## config.mk

```make
export PLATFORM = sky130hd
export DESIGN_NAME = nerc_top
export DESIGN_NICKNAME = d
export VERILOG_FILES = /design/src/hw/nerc_pkg.sv /design/src/hw/nerc_top.sv /design/src/hw/nerc_reaction.sv
export SDC_FILE = /design/constraint.sdc
export NUM_CORES = 1
export LEC_CHECK = 0
export ABC_AREA = 1
export BUFFER_PORTS_ARGS = -buffer_cell sky130_fd_sc_hd__buf_2
export CAP_MARGIN = 20
export CORE_ASPECT_RATIO = 0.7
export CORE_MARGIN = 2
export CORE_UTILIZATION = 35
export DETAILED_ROUTE_END_ITERATION = 8
export GPL_TIMING_DRIVEN = 0
export SLEW_MARGIN = 20
export SYNTH_ARGS = -nofsm -noshare
export SYNTH_HDL_FRONTEND = slang
export SYNTH_SLANG_ARGS = --single-unit
```

## constraint.sdc

```tcl
create_clock -name clk_in -period 10.9 [get_ports clk_in]
set_input_delay 1.09 -clock clk_in [delete_from_list [all_inputs] [get_ports clk_in]]
set_output_delay 1.09 -clock clk_in [all_outputs]
set_load 0.01 [all_outputs]
```

## src/hw/nerc_pkg.sv

```systemverilog
// Purpose: Constants and types for the error-reaction and configuration-stamp register bank
// Assumes: 32-bit plain register port, word-aligned byte offsets
// Notes:   Shared by the top and the reaction decoder
//
// Functional notes
// RULE_01: Comm error applies comm selector to state
// RULE_02: Other errors apply internal selector, same coding
// RULE_03: Day count stored and read back unchanged
// RULE_04: Millisecond count stored and read back unchanged
// RULE_05: Tool writes date and time before saving
// RULE_06: Master reads stamp after reset to verify
// RULE_07: Selector codes above 02 rejected, value kept
package nerc_pkg;

  // Register byte offsets
  localparam logic [7:0] OFS_SERIAL     = 8'h00;
  localparam logic [7:0] OFS_STAMP_CNT  = 8'h04;
  localparam logic [7:0] OFS_DAY        = 8'h08;
  localparam logic [7:0] OFS_MS         = 8'h0C;
  localparam logic [7:0] OFS_ERR_CNT    = 8'h10;
  localparam logic [7:0] OFS_COMM_REACT = 8'h14;
  localparam logic [7:0] OFS_INT_REACT  = 8'h18;
  localparam logic [7:0] OFS_NMT        = 8'h1C;

  // Values after reset
  localparam logic [7:0]  STAMP_CNT_RST  = 8'h02;
  localparam logic [7:0]  ERR_CNT_RST    = 8'h02;
  localparam logic [31:0] DAY_RST        = 32'h00000000;
  localparam logic [31:0] MS_RST         = 32'h00000000;
  localparam logic [7:0]  COMM_REACT_RST = 8'h00;
  localparam logic [7:0]  INT_REACT_RST  = 8'h01;
  localparam logic [31:0] SERIAL_RST     = 32'h00000000;

  // Selector coding
  localparam logic [7:0] REACT_PREOP = 8'h00;
  localparam logic [7:0] REACT_HOLD  = 8'h01;
  localparam logic [7:0] REACT_STOP  = 8'h02;

  // Status field positions in the state register
  localparam int NMT_STATE_LSB = 0;
  localparam int REJECT_BIT    = 8;

  // Network-management states, Gray along pre-op, operational, stopped
  typedef enum logic [1:0] {
    NERC_PREOP = 2'b00,
    NERC_OPER  = 2'b01,
    NERC_STOP  = 2'b11
  } nerc_nmt_t;

  localparam nerc_nmt_t NMT_RST = NERC_PREOP;

endpackage

```

## src/hw/nerc_top.sv

```systemverilog
// Purpose: Configuration stamp and error-reaction register bank with state keeping
// Assumes: Error pulses come from logic on clk_in; one-cycle strobes
// Notes:   Read data stand only in the cycle after the read strobe
//
// Added by the designer: the register addresses and the plain strobed port.
`timescale 1ns/1ps
`default_nettype none
module nerc_top #(
  parameter logic [31:0] SERIAL_WORD = nerc_pkg::SERIAL_RST // Arbitrary neutral value
) (
  input  wire logic        clk_in,        // 250 MHz clock
  input  wire logic        rst_n_in,      // Async reset, active low
  input  wire logic [7:0]  addr_in,       // Register byte address
  input  wire logic [31:0] wr_data_in,    // Write data
  input  wire logic        wr_en_in,      // Write strobe
  input  wire logic        rd_en_in,      // Read strobe
  output logic      [31:0] rd_data_out,   // Read data, cycle after strobe
  input  wire logic        comm_err_in,   // Communication error pulse
  input  wire logic        int_err_in,    // Other internal error pulse
  output logic      [1:0]  nmt_state_out, // Current state code
  output logic             sel_reject_out // Last selector write refused
);

  // Reset release through two flops; assertion is immediate
  logic rst_meta_r;
  logic rst_n_r;
  always_ff @(posedge clk_in or negedge rst_n_in) begin
    if (!rst_n_in) begin
      rst_meta_r <= 1'b0;
      rst_n_r    <= 1'b0;
    end else begin
      rst_meta_r <= 1'b1;
      rst_n_r    <= rst_meta_r;
    end
  end

  // Selector codes beyond stopped have no meaning, so they are screened
  function automatic logic sel_valid(input logic [31:0] d);
    sel_valid = (d[31:8] == 24'h000000) && (d[7:0] <= nerc_pkg::REACT_STOP);
  endfunction

  logic [31:0]         day_r;
  logic [31:0]         ms_r;
  logic [7:0]          comm_sel_r;
  logic [7:0]          int_sel_r;
  logic                reject_r;
  nerc_pkg::nerc_nmt_t state_r;
  nerc_pkg::nerc_nmt_t state_nxt;
  logic [31:0]         rdata_r;
  logic [31:0]         rdata_nxt;

  wire logic wr_day  = wr_en_in && (addr_in == nerc_pkg::OFS_DAY);
  wire logic wr_ms   = wr_en_in && (addr_in == nerc_pkg::OFS_MS);
  wire logic wr_comm = wr_en_in && (addr_in == nerc_pkg::OFS_COMM_REACT);
  wire logic wr_int  = wr_en_in && (addr_in == nerc_pkg::OFS_INT_REACT);
  wire logic wr_nmt  = wr_en_in && (addr_in == nerc_pkg::OFS_NMT);

  // Date stamp: stored as written, no interpretation
  always_ff @(posedge clk_in or negedge rst_n_r) begin
    if (!rst_n_r) begin
      day_r <= nerc_pkg::DAY_RST;
    end else if (wr_day) begin
      day_r <= wr_data_in; // RULE_03
    end
  end

  // Time stamp: stored as written
  always_ff @(posedge clk_in or negedge rst_n_r) begin
    if (!rst_n_r) begin
      ms_r <= nerc_pkg::MS_RST;
    end else if (wr_ms) begin
      ms_r <= wr_data_in; // RULE_04
    end
  end

  // Selectors take only legal codes; others leave the old value
  always_ff @(posedge clk_in or negedge rst_n_r) begin
    if (!rst_n_r) begin
      comm_sel_r <= nerc_pkg::COMM_REACT_RST;
    end else if (wr_comm && sel_valid(wr_data_in)) begin
      comm_sel_r <= wr_data_in[7:0]; // RULE_07
    end
  end

  always_ff @(posedge clk_in or negedge rst_n_r) begin
    if (!rst_n_r) begin
      int_sel_r <= nerc_pkg::INT_REACT_RST;
    end else if (wr_int && sel_valid(wr_data_in)) begin
      int_sel_r <= wr_data_in[7:0]; // RULE_07
    end
  end

  // Refusal flag follows the most recent selector write
  always_ff @(posedge clk_in or negedge rst_n_r) begin
    if (!rst_n_r) begin
      reject_r <= 1'b0;
    end else if (wr_comm || wr_int) begin
      reject_r <= !sel_valid(wr_data_in); // RULE_07
    end
  end

  // One decoder per error source
  logic       err_vec   [2];
  logic [7:0] sel_vec   [2];
  logic       preop_vec [2];
  logic       stop_vec  [2];
  assign err_vec[0] = comm_err_in;
  assign sel_vec[0] = comm_sel_r;
  assign err_vec[1] = int_err_in;
  assign sel_vec[1] = int_sel_r;

  genvar gi;
  generate
    for (gi = 0; gi < 2; gi++) begin : g_react
      nerc_reaction u_react (
        .err_in       (err_vec[gi]),
        .state_in     (state_r),
        .sel_in       (sel_vec[gi]),
        .to_preop_out (preop_vec[gi]),
        .to_stop_out  (stop_vec[gi])
      );
    end
  endgenerate

  // Stopped outranks pre-op, and any error stop or pre-op request outranks a software state write
  always_comb begin
    state_nxt = state_r;
    if (stop_vec[0] || stop_vec[1]) begin
      state_nxt = nerc_pkg::NERC_STOP; // RULE_01 RULE_02
    end else if (preop_vec[0] || preop_vec[1]) begin
      state_nxt = nerc_pkg::NERC_PREOP; // RULE_01 RULE_02
    end else if (wr_nmt) begin
      unique case (wr_data_in[1:0])
        2'h0: state_nxt = nerc_pkg::NERC_PREOP;
        2'h1: state_nxt = nerc_pkg::NERC_OPER;
        2'h3: state_nxt = nerc_pkg::NERC_STOP;
        default: state_nxt = state_r; // Unused code ignored
      endcase
    end
  end

  always_ff @(posedge clk_in or negedge rst_n_r) begin
    if (!rst_n_r) begin
      state_r <= nerc_pkg::NMT_RST;
    end else begin
      state_r <= state_nxt;
    end
  end

  // Read mux; unmapped addresses read as zero
  always_comb begin
    rdata_nxt = 32'h00000000;
    if (rd_en_in) begin
      unique case (addr_in)
        nerc_pkg::OFS_SERIAL:     rdata_nxt = SERIAL_WORD;
        nerc_pkg::OFS_STAMP_CNT:  rdata_nxt = {24'h000000, nerc_pkg::STAMP_CNT_RST};
        nerc_pkg::OFS_DAY:        rdata_nxt = day_r; // RULE_03
        nerc_pkg::OFS_MS:         rdata_nxt = ms_r; // RULE_04
        nerc_pkg::OFS_ERR_CNT:    rdata_nxt = {24'h000000, nerc_pkg::ERR_CNT_RST};
        nerc_pkg::OFS_COMM_REACT: rdata_nxt = {24'h000000, comm_sel_r};
        nerc_pkg::OFS_INT_REACT:  rdata_nxt = {24'h000000, int_sel_r};
        nerc_pkg::OFS_NMT: begin
          rdata_nxt[nerc_pkg::NMT_STATE_LSB +: 2] = state_r;
          rdata_nxt[nerc_pkg::REJECT_BIT]         = reject_r;
        end
        default: rdata_nxt = 32'h00000000;
      endcase
    end
  end

  // Data drop back to zero after their one cycle
  always_ff @(posedge clk_in or negedge rst_n_r) begin
    if (!rst_n_r) begin
      rdata_r <= 32'h00000000;
    end else begin
      rdata_r <= rdata_nxt;
    end
  end

  assign rd_data_out    = rdata_r;
  assign nmt_state_out  = state_r;
  assign sel_reject_out = reject_r;
endmodule
`default_nettype wire

```

## src/hw/nerc_reaction.sv

```systemverilog
// Purpose: Decodes one error selector into a state-change request
// Assumes: Selector already screened to codes 00..02
// Notes:   Purely combinational; one instance per error source
`timescale 1ns/1ps
`default_nettype none
module nerc_reaction (
  input  wire logic              err_in,       // Error event this cycle
  input  wire nerc_pkg::nerc_nmt_t state_in,   // Current state
  input  wire logic [7:0]        sel_in,       // Reaction selector
  output logic                   to_preop_out, // Request pre-operational
  output logic                   to_stop_out   // Request stopped
);

  // Code 00 acts only from operational; code 01 asks for nothing
  always_comb begin
    to_preop_out = err_in && (sel_in == nerc_pkg::REACT_PREOP)
                   && (state_in == nerc_pkg::NERC_OPER); // RULE_01 RULE_02
    to_stop_out  = err_in && (sel_in == nerc_pkg::REACT_STOP); // RULE_01 RULE_02
  end

endmodule
`default_nettype wire

```

==> results of run 1 <==
==> cell families (layout without fill, tap and decap cells) <==
group,count (synthesis),count (layout)
flip-flops,117,117
buffers and inverters,134,247
other,1,1
AO/OA/AOI/OAI,118,118
AND/OR/NAND/NOR,237,237
==> routing by layer <==
| layer | global-route usage, % | wire length [um] |
|---|---|---|
| met5 | 0 | 13 |
| met4 | 5.44 | 193 |
| met3 | 6.51 | 1040 |
| met2 | 25.9 | 5590 |
| met1 | 25.6 | 6190 |
==> synth_stat cells <==
cell type,n,area [um^2]
dfrtp_1,116,2900
nand2_1,114,428
inv_1,106,398
nor2_1,73,274
o21ai_0,47,235
nand3_1,31,155
o21ai_1,29,145
o22ai_1,23,144
a21oi_1,15,75.1
buf_2,14,70.1
nor2_2,6,37.5
clkbuf_1,5,18.8
a21boi_0,4,30.0
buf_4,4,30.0
nand2_2,4,25.0
inv_2,3,11.3
nor2_4,3,33.8
nor3_1,3,15.0
buf_6,2,22.5
nand4_1,2,12.5
conb_1,1,3.75
dfstp_2,1,26.3
nand3b_1,1,7.51
==> power breakdown <==
part           total [mW]  switching (mW)  internal (mW)
clock               0.550           0.186          0.364
sequential          0.465         0.00923          0.455
combinational      0.0586          0.0376         0.0210
==> worst reg2reg max path: cells and delay by family (launching register included) <==
family | cells | cell delay [ns]
buffers and inverters | 1 | 0.09
flip-flops | 1 | 0.38
AND/OR/NAND/NOR | 7 | 0.67
==> metrics by stage <==
stage,util [%],hold WS [ns]
after floorplan,-,0.331
after global placement,40.7,0.337
after detailed placement,41.1,0.335
after CTS,45.3,0.336
after global routing,45.3,0.366
final,45.3,0.312
==> worst max path at each step <==
| stage | startpoint | end | slack [ns] | cells after the start |
|---|---|---|---|---|
| after global placement | rst_n_r$_DFF_PN0_ | rd_data_out[10]$_DFF_PN0_ | 6.13 | 0 |
| after global routing | addr_in[6] | ms_r[9]$_DFFE_PN0P_ | 8.60 | 8 |
| final | addr_in[1] | ms_r[13]$_DFFE_PN0P_ | 8.72 | 8 |
| after detailed placement | addr_in[6] | ms_r[9]$_DFFE_PN0P_ | 8.31 | 8 |
| after CTS | addr_in[6] | ms_r[13]$_DFFE_PN0P_ | 8.74 | 8 |
| after floorplan | rst_n_r$_DFF_PN0_ | comm_sel_r[0]$_DFFE_PN0P_ | 7.40 | 0 |
==> placed cells by master, fill, tap and decap left out, types with 4 or more instances in the layout <==
| cell | instances |
|---|---|
| o21ai_0 | 47 |
| buf_2 | 94 |
| dfrtp_1 | 115 |
| nor2_2 | 6 |
| nand2_2 | 4 |
| a21oi_1 | 15 |
| clkbuf_1 | 6 |
| nand3_1 | 31 |
| clkbuf_8 | 5 |
| buf_4 | 4 |
| nand2_1 | 114 |
| clkbuf_16 | 17 |
| nor2_1 | 73 |
| o21ai_1 | 29 |
| o22ai_1 | 23 |
| inv_1 | 106 |
| a21boi_0 | 4 |
==> cell type report <==
| type | count | area, um^2 |
|---|---|---|
| fillers | 1384 | 7710 |
| clock buffers | 23 | 498 |
| well taps | 190 | 238 |
| repair buffers | 82 | 448 |
| multi-input cells | 356 | 1620 |
| plain buffers | 25 | 141 |
| clock inverters | 8 | 97.6 |
| flip-flops and latches | 117 | 2930 |
| inverters | 109 | 409 |
==> registers in the layout, summed over array words and instances (netlist names) <==
name	flops
nmt_state_out	2
ms_r	32
rst_meta_r	1
int_sel_r	8
rd_data_out	32
sel_reject_out	1
comm_sel_r	8
day_r	32
rst_n_r	1
==> flow_summary.toml, run 1 <==
[floorplanning]
rows = 36
die-area_um2 = 15600
die_height_um = 105
die_w_um = 148
start_util_pct = 36.2
coreArea_um2 = 14100
ios = 81

[sta]
skew_ns = 0.00742
finalMaxSlewViolations = 0
rsz0062_at_grt = "false"
period_share_pct = 20.0
period_minus_slack_ns = 2.18
finalHoldViolations = 0
setup_tns_ns = 0
setup_viol = 0
fmax_mhz = 459
worst_pin_slew_ns = 0.579
worst_slack_ns = 8.72
slew_headroom_pct = 61.4

[drt]
dr.first_iter.drc_count = 300
wl_um = 13000
drtAntennaViolNets = 0
firstDrtPassIters = 5
wl_per_cell_um = 14.3
drc = 0
via_per_inst = 4.74
vias = 4317

[setup_path]
rr_startpoint = "int_sel_r[6]$_DFFE_PN0P_"
path_buf_inv = 3
crit_chain = "buf_2 -> inv_1 -> nand2_2 -> nor2_2 -> nand2_2 -> nor2_2 -> clkbuf_1 -> o21ai_0"
cp_slowest_cell = "clkbuf_1"
crit_fanout = 10
start_kind = "input port"
crit_path_end_kind = "flip-flop"
crit_type = "in -> reg"
crit_family = "simple AND/OR/NAND/NOR gates"
crit_arrival_ns = 2.44
r2r-end = "nmt_state_out[0]$_DFFE_PN0P_"
reg2reg_depth = 8
reg2reg_slack_ns = 9.65
required_ns = 11.16
cpPeakStageDelay_ns = 0.44

[clocking]
cts_buffers = 17
holdBufCountCts = 0
path_clk_slew_ns = 0.05
cts_root_buf = "clkbuf_16"
cts_tree = "built"
clkLatencyLatePin_ns = 0.41
cts_setup_buffers = 0
clock_path_buffers = 2
cts_resized = 0
htree_levels = 4
cts.sink_count = 117

[final_layout]
antenna_cells = 0
design_area_um2 = 6390
final_cells = 910
areaGrowthSynthToFinish_pct = 25.2
nets = 754
drive_above_1_share_pct = 20.8

[synth]
yosys_warnings = 0
ys_types = 23
syn_area_per_cell_um2 = 8.40
synth-seq-area-share_pct = 57.4
synthCells = 607
synth_compound_area_share_pct = 12.3
syn_area_um2 = 5100
synth_nets = 653
synthAdderAreaFrac_pct = 0
synth_top_family_by_area = "simple AND/OR/NAND/NOR gates"
yosys.area_share.simple_pct = 19.4
synthMuxAreaShare_pct = 0
ys_seq_elements = 117
synthXorXnorAreaFrac_pct = 0

[placed_design]
place_area_um2 = 5790
port_buffers = 80
dpl.hpwl_um = 9290
dp_cells = 879
pre_cts_ws_ns = 8.31
gp_congestion = 0.861

[global_routing]
grt_pass1_vias = 4286
gr-total-overflow = 0
antenna_found_initial = 1
track_usage_pct = 18.1
grt_max_degree = 45
grt_pass1_wl_um = 21700

[pwr]
p_total_mw = 1.07
peakVddDrop_mv = 0.101
leakage_nw = 3.34
pwr_density_cell_nw_per_um2 = 168

[flow_run]
maxCapViolations = 0

[min_path]
min_path_type = "reg -> async"

[status]
status = "finished clean"
(Power assumes the default switching activity.)
==> inputs of run 2 (changes only) <==
Clock period 10.9 ns to 2.25 ns, I/O delays scaled along.
==> run 2 against run 1 <==
Sequential cell count unchanged. First-iteration DRC count up 21%. Sequential share of layout area shrank 0.063 points. Critical path type unchanged.
==> flow_summary.toml, run 2 (synthesized netlist as in run 1, its figures left out) <==
[clocking]
htree_levels = 4
clock_path_buffers = 2
path_clk_slew_ns = 0.05
cts_buffers = 17
cts_tree = "built"
cts_resized = 0
cts_root_buf = "clkbuf_16"
clkLatencyLatePin_ns = 0.41
cts.sink_count = 117

[global_routing]
grt_pass1_vias = 4389
track_usage_pct = 18.5
grt_pass1_wl_um = 22300
grt_max_degree = 47
antenna_found_initial = 1
gr-total-overflow = 0

[setup_path]
path_buf_inv = 3
start_kind = "input port"
crit_fanout = 10
crit_family = "buffers and inverters"
crit_type = "in -> reg"
crit_path_end_kind = "flip-flop"
crit_chain = "buf_2 -> inv_1 -> nand2_2 -> nor2_2 -> nand2_2 -> nor2_2 -> clkbuf_1 -> o21ai_0"
required_ns = 2.51
cp_slowest_cell = "clkbuf_1"
cpPeakStageDelay_ns = 0.46
crit_arrival_ns = 1.63

[final_layout]
areaGrowthSynthToFinish_pct = 25.4
design_area_um2 = 6390
drive_above_1_share_pct = 20.8
nets = 755
antenna_cells = 0
final_common_cell = "dfrtp_1"
layout_common_cells = "115 x dfrtp_1, 114 x nand2_1, 106 x inv_1, 94 x buf_2, 73 x nor2_1"

[pwr]
p_sw_share_pct = 21.9
p_sw_mw = 1.15
intPower_mw = 4.12
p_total_mw = 5.28
seqPwrFrac_pct = 42.6
pwr_density_cell_nw_per_um2 = 825
power_frac_clock_pct = 51.9
peakVddDrop_mv = 0.451
comb_power_share_pct = 5.5
leakage_nw = 3.35

[flow_run]
maxCapViolations = 0

[placed_design]
place_area_um2 = 5780
gp_congestion = 0.849
dpl.hpwl_um = 9350
port_buffers = 80

[status]
status = "finished clean"

[sta]
setup_viol = 0
rsz0062_at_grt = "false"
period_minus_slack_ns = 1.37
slew_headroom_pct = 56.3
setup_tns_ns = 0
hold_slack_ns = 0.0553
period_share_pct = 61.0
fmax_mhz = 729
finalHoldViolations = 0
worst_pin_slew_ns = 0.656
skew_ns = 0.00802
finalMaxSlewViolations = 0

[drt]
vias = 4389
dr.first_iter.drc_count = 364
drtAntennaViolNets = 0
wl_per_cell_um = 14.6
firstDrtPassIters = 5
wl_um = 13300
drc = 0
via_per_inst = 4.81

[floorplanning]
die-area_um2 = 15600
rows = 36
coreArea_um2 = 14100
die_height_um = 105
die_w_um = 148
start_util_pct = 36.2
ios = 81

[min_path]
min_path_type = "in -> reg"
==> run 2: cell type report <==
type                            count  area (um^2)
Fill cell                        1393         7700
Sequential cell                   117         2930
Multi-Input combinational cell    356         1620
Clock buffer                       22          474
Timing Repair Buffer               83          450
Inverter                          109          409
Tap cell                          190          238
Buffer                             25          141
Clock inverter                     10          128
==> run 2: repair_timing <==
| item | in CTS | in global routing |
|---|---|---|
| buffers inserted | 0 | 0 |
| hold buffers | 1 | 0 |
| setup endpoints to repair | 0 | 0 |
| hold endpoints to repair | 2 | 0 |
==> run 2: power by group through the flow <==
stage | Combinational, mW | Sequential (mW) | Clock, mW
6_report | 0.291 | 2.25 | 2.74
5_1_grt | 0.335 | 2.26 | 2.88
4_1_cts | 0.293 | 2.25 | 2.77
3_5_place_dp | 0.287 | 2.28 | 0
3_3_place_gp | 0.239 | 2.31 | 0
2_1_floorplan | 0.139 | 2.30 | 0
==> run 2: final timing paths <==
check,slack (ns),depth (start not counted),end,from
min in group asynchronous,0.12,2,rst_n_r$_DFF_PN0_,rst_n_in
max in group asynchronous,1.34,1,int_sel_r[0]$_DFFE_PN1P_,rst_n_r$_DFF_PN0_
worst min-delay path,0.06,3,day_r[27]$_DFFE_PN0P_,wr_data_in[27]
worst min register to register,0.27,0,ms_r[27]$_DFFE_PN0P_,rst_n_r$_DFF_PN0_
worst max-delay path,0.88,8,ms_r[29]$_DFFE_PN0P_,addr_in[1]
worst max register to register,0.97,8,nmt_state_out[0]$_DFFE_PN0P_,int_sel_r[5]$_DFFE_PN0P_
==> run 2: metal layers <==
metal | vias up | GRT usage (%) | routed length [um]
li1 | 2102 | - | -
met3 | 21 | 4.54 | 999
met1 | 2086 | 26.6 | 6400
met2 | 178 | 26.7 | 5620
met5 | - | 0 | 13
met4 | 2 | 7.41 | 258
==> run 2: metrics by stage <==
stage / utilization [%] / setup WS (ns) / instances
after CTS: 45.4 / 0.903 / 912
after global routing: 45.4 / 0.768 / 912
final: 45.4 / 0.877 / 912
after global placement: 40.7 / -0.384 / 877
after detailed placement: 41.0 / 0.500 / 879
after floorplan: - / 0.297 / 607
==> run 2: tightest hold or removal path: stages <==
cell and delay, ns:
buf_2 0.10, nand2_1 0.05, o21ai_1 0.06
==> inputs of run 3 (changes only) <==
Clock period 2.25 ns to 1.3 ns, I/O delays scaled along.
==> run 3 against run 2 <==
Clock power increased by 83%. Global-route usage increased by 0.91 points. Critical path depth unchanged. Via count increased by 6.0%. Clock skew decreased by 0.0019 ns.
==> flow_summary.toml, run 3 (synthesized netlist as in run 1, its figures left out) <==
[sta]
finalHoldViolations = 0
worst_pin_slew_ns = 0.622
finalMaxSlewViolations = 0
fmax_mhz = 820
slew_headroom_pct = 58.6
rsz0062_at_grt = "false"
period_minus_slack_ns = 1.22
setup_viol = 0
hold_slack_ns = 0.0119
setup_tns_ns = 0
period_share_pct = 93.8
skew_ns = 0.00612

[global_routing]
track_usage_pct = 19.4
grt_max_degree = 43
grt_pass1_wl_um = 23400
gr-total-overflow = 0
grt_pass1_vias = 4647
antenna_found_initial = 1

[clocking]
cts.sink_count = 117
cts_tree = "built"
clkLatencyLatePin_ns = 0.41
path_clk_slew_ns = 0.05
cts_buffers = 17
clock_path_buffers = 2
htree_levels = 4
cts_root_buf = "clkbuf_16"

[placed_design]
dp_cells = 879
gp_congestion = 0.848
dpl.hpwl_um = 9350
place_area_um2 = 5780
port_buffers = 80

[setup_path]
crit_arrival_ns = 1.51
start_kind = "flip-flop"
crit_fanout = 3
cp_slowest_cell = "dfrtp_1"
critPathMostFrequentCell = "nand2_1"
cpPeakStageDelay_ns = 0.37
crit_path_start = "int_sel_r[6]$_DFFE_PN0P_"
crit_type = "reg -> reg"
path_buf_inv = 1
rr_startpoint = "int_sel_r[6]$_DFFE_PN0P_"
crit_chain = "inv_1 -> nand2_1 -> nor2_2 -> nand3_1 -> nand2_1 -> nand2_1 -> nand2_1 -> nand3b_1"
crit_path_end_kind = "flip-flop"
required_ns = 1.59
crit_family = "simple AND/OR/NAND/NOR gates"

[drt]
dr.first_iter.drc_count = 333
wl_per_cell_um = 15.0
firstDrtPassIters = 5
vias = 4651
via_per_inst = 4.91
wl_um = 14200
drc = 0
drtAntennaViolNets = 0

[min_path]
min_path_type = "in -> reg"
hp-start = "rd_en_in"

[floorplanning]
coreArea_um2 = 14100
rows = 36
die-area_um2 = 15600
die_w_um = 148
die_height_um = 105
start_util_pct = 36.2
ios = 81

[final_layout]
nets = 791
design_area_um2 = 6820
multi_input_area_um2 = 1640
antenna_cells = 0
areaGrowthSynthToFinish_pct = 33.8
seqCellArea_um2 = 2930
drive_above_1_share_pct = 21.1
layout_common_cells = "115 x dfrtp_1, 114 x nand2_1, 103 x inv_1, 94 x buf_2, 71 x nor2_1"
final_common_cell = "dfrtp_1"
fill_cells = 1357
final_cells = 948

[pwr]
p_total_mw = 9.52
leakage_nw = 3.52
peakVddDrop_mv = 0.843
pwr_density_cell_nw_per_um2 = 1400

[flow_run]
maxCapViolations = 0

[status]
status = "finished clean"
## run 3: cell types whose count changed in the layout (fill, tap and decap cells not counted), moves of 2 or more
cell	change
nor2_1	-2
nor2_4	+2
inv_2	+3
clkinv_2	-2
inv_1	-3
buf_4	+2
dlygate4sd3_1	+33
## run 3: timing repair
item	CTS	global route
endpoints found under the hold margin	61	0
endpoints found under the setup margin	0	36
hold buffers	34	0
gates resized for setup	0	10
setup buffers	0	3
## run 3: area by class of cell
| cell class | count | share of cell area, % |
|---|---|---|
| clock buffer | 23 | 7.15 |
| clock inverter | 9 | 2.16 |
| buffer | 25 | 2.09 |
| tap | 190 | 3.48 |
| multi-input combinational | 356 | 24.1 |
| inverter | 109 | 6.00 |
| sequential | 117 | 43.0 |
| timing repair buffer | 119 | 12.1 |
## run 3: metal layers
metal	global-route usage [%]	wire, um
met5	0	7
met4	5.99	229
met3	5.90	1000
met2	28.4	6270
met1	27.5	6720
## run 3: worst min-delay path, delay by kind of cell
kind	cells	cell delay, ns
AO/OA/AOI/OAI	1	0.07
buffers and inverters	2	0.18
## run 3: worst paths after layout
path	endpoint	slack (ns)	cells after the start
setup / recovery	nmt_state_out[0]$_DFFE_PN0P_	0.08	8
hold / removal	rd_data_out[8]$_DFF_PN0_	0.01	3
setup reg to reg	nmt_state_out[0]$_DFFE_PN0P_	0.08	8
hold reg to reg	ms_r[2]$_DFFE_PN0P_	0.22	0
max in group asynchronous	ms_r[12]$_DFFE_PN0P_	0.29	2
min in group asynchronous	rst_n_r$_DFF_PN0_	0.03	2
## run 3: stage by stage
stage | utilization, % | worst slack, ns
finish | 48.4 | 0.0807
global route | 48.4 | 0.000755
CTS | 47.9 | 0.0559
detailed placement | 41.0 | -0.316
global placement | 40.7 | -0.351
floorplan | - | 0.0434
## run 3: power breakdown
group | internal, mW | switching (mW)
Combinational | 0.252 | 0.362
Sequential | 3.82 | 0.0690
Clock | 3.40 | 1.62
Total | 7.47 | 2.05
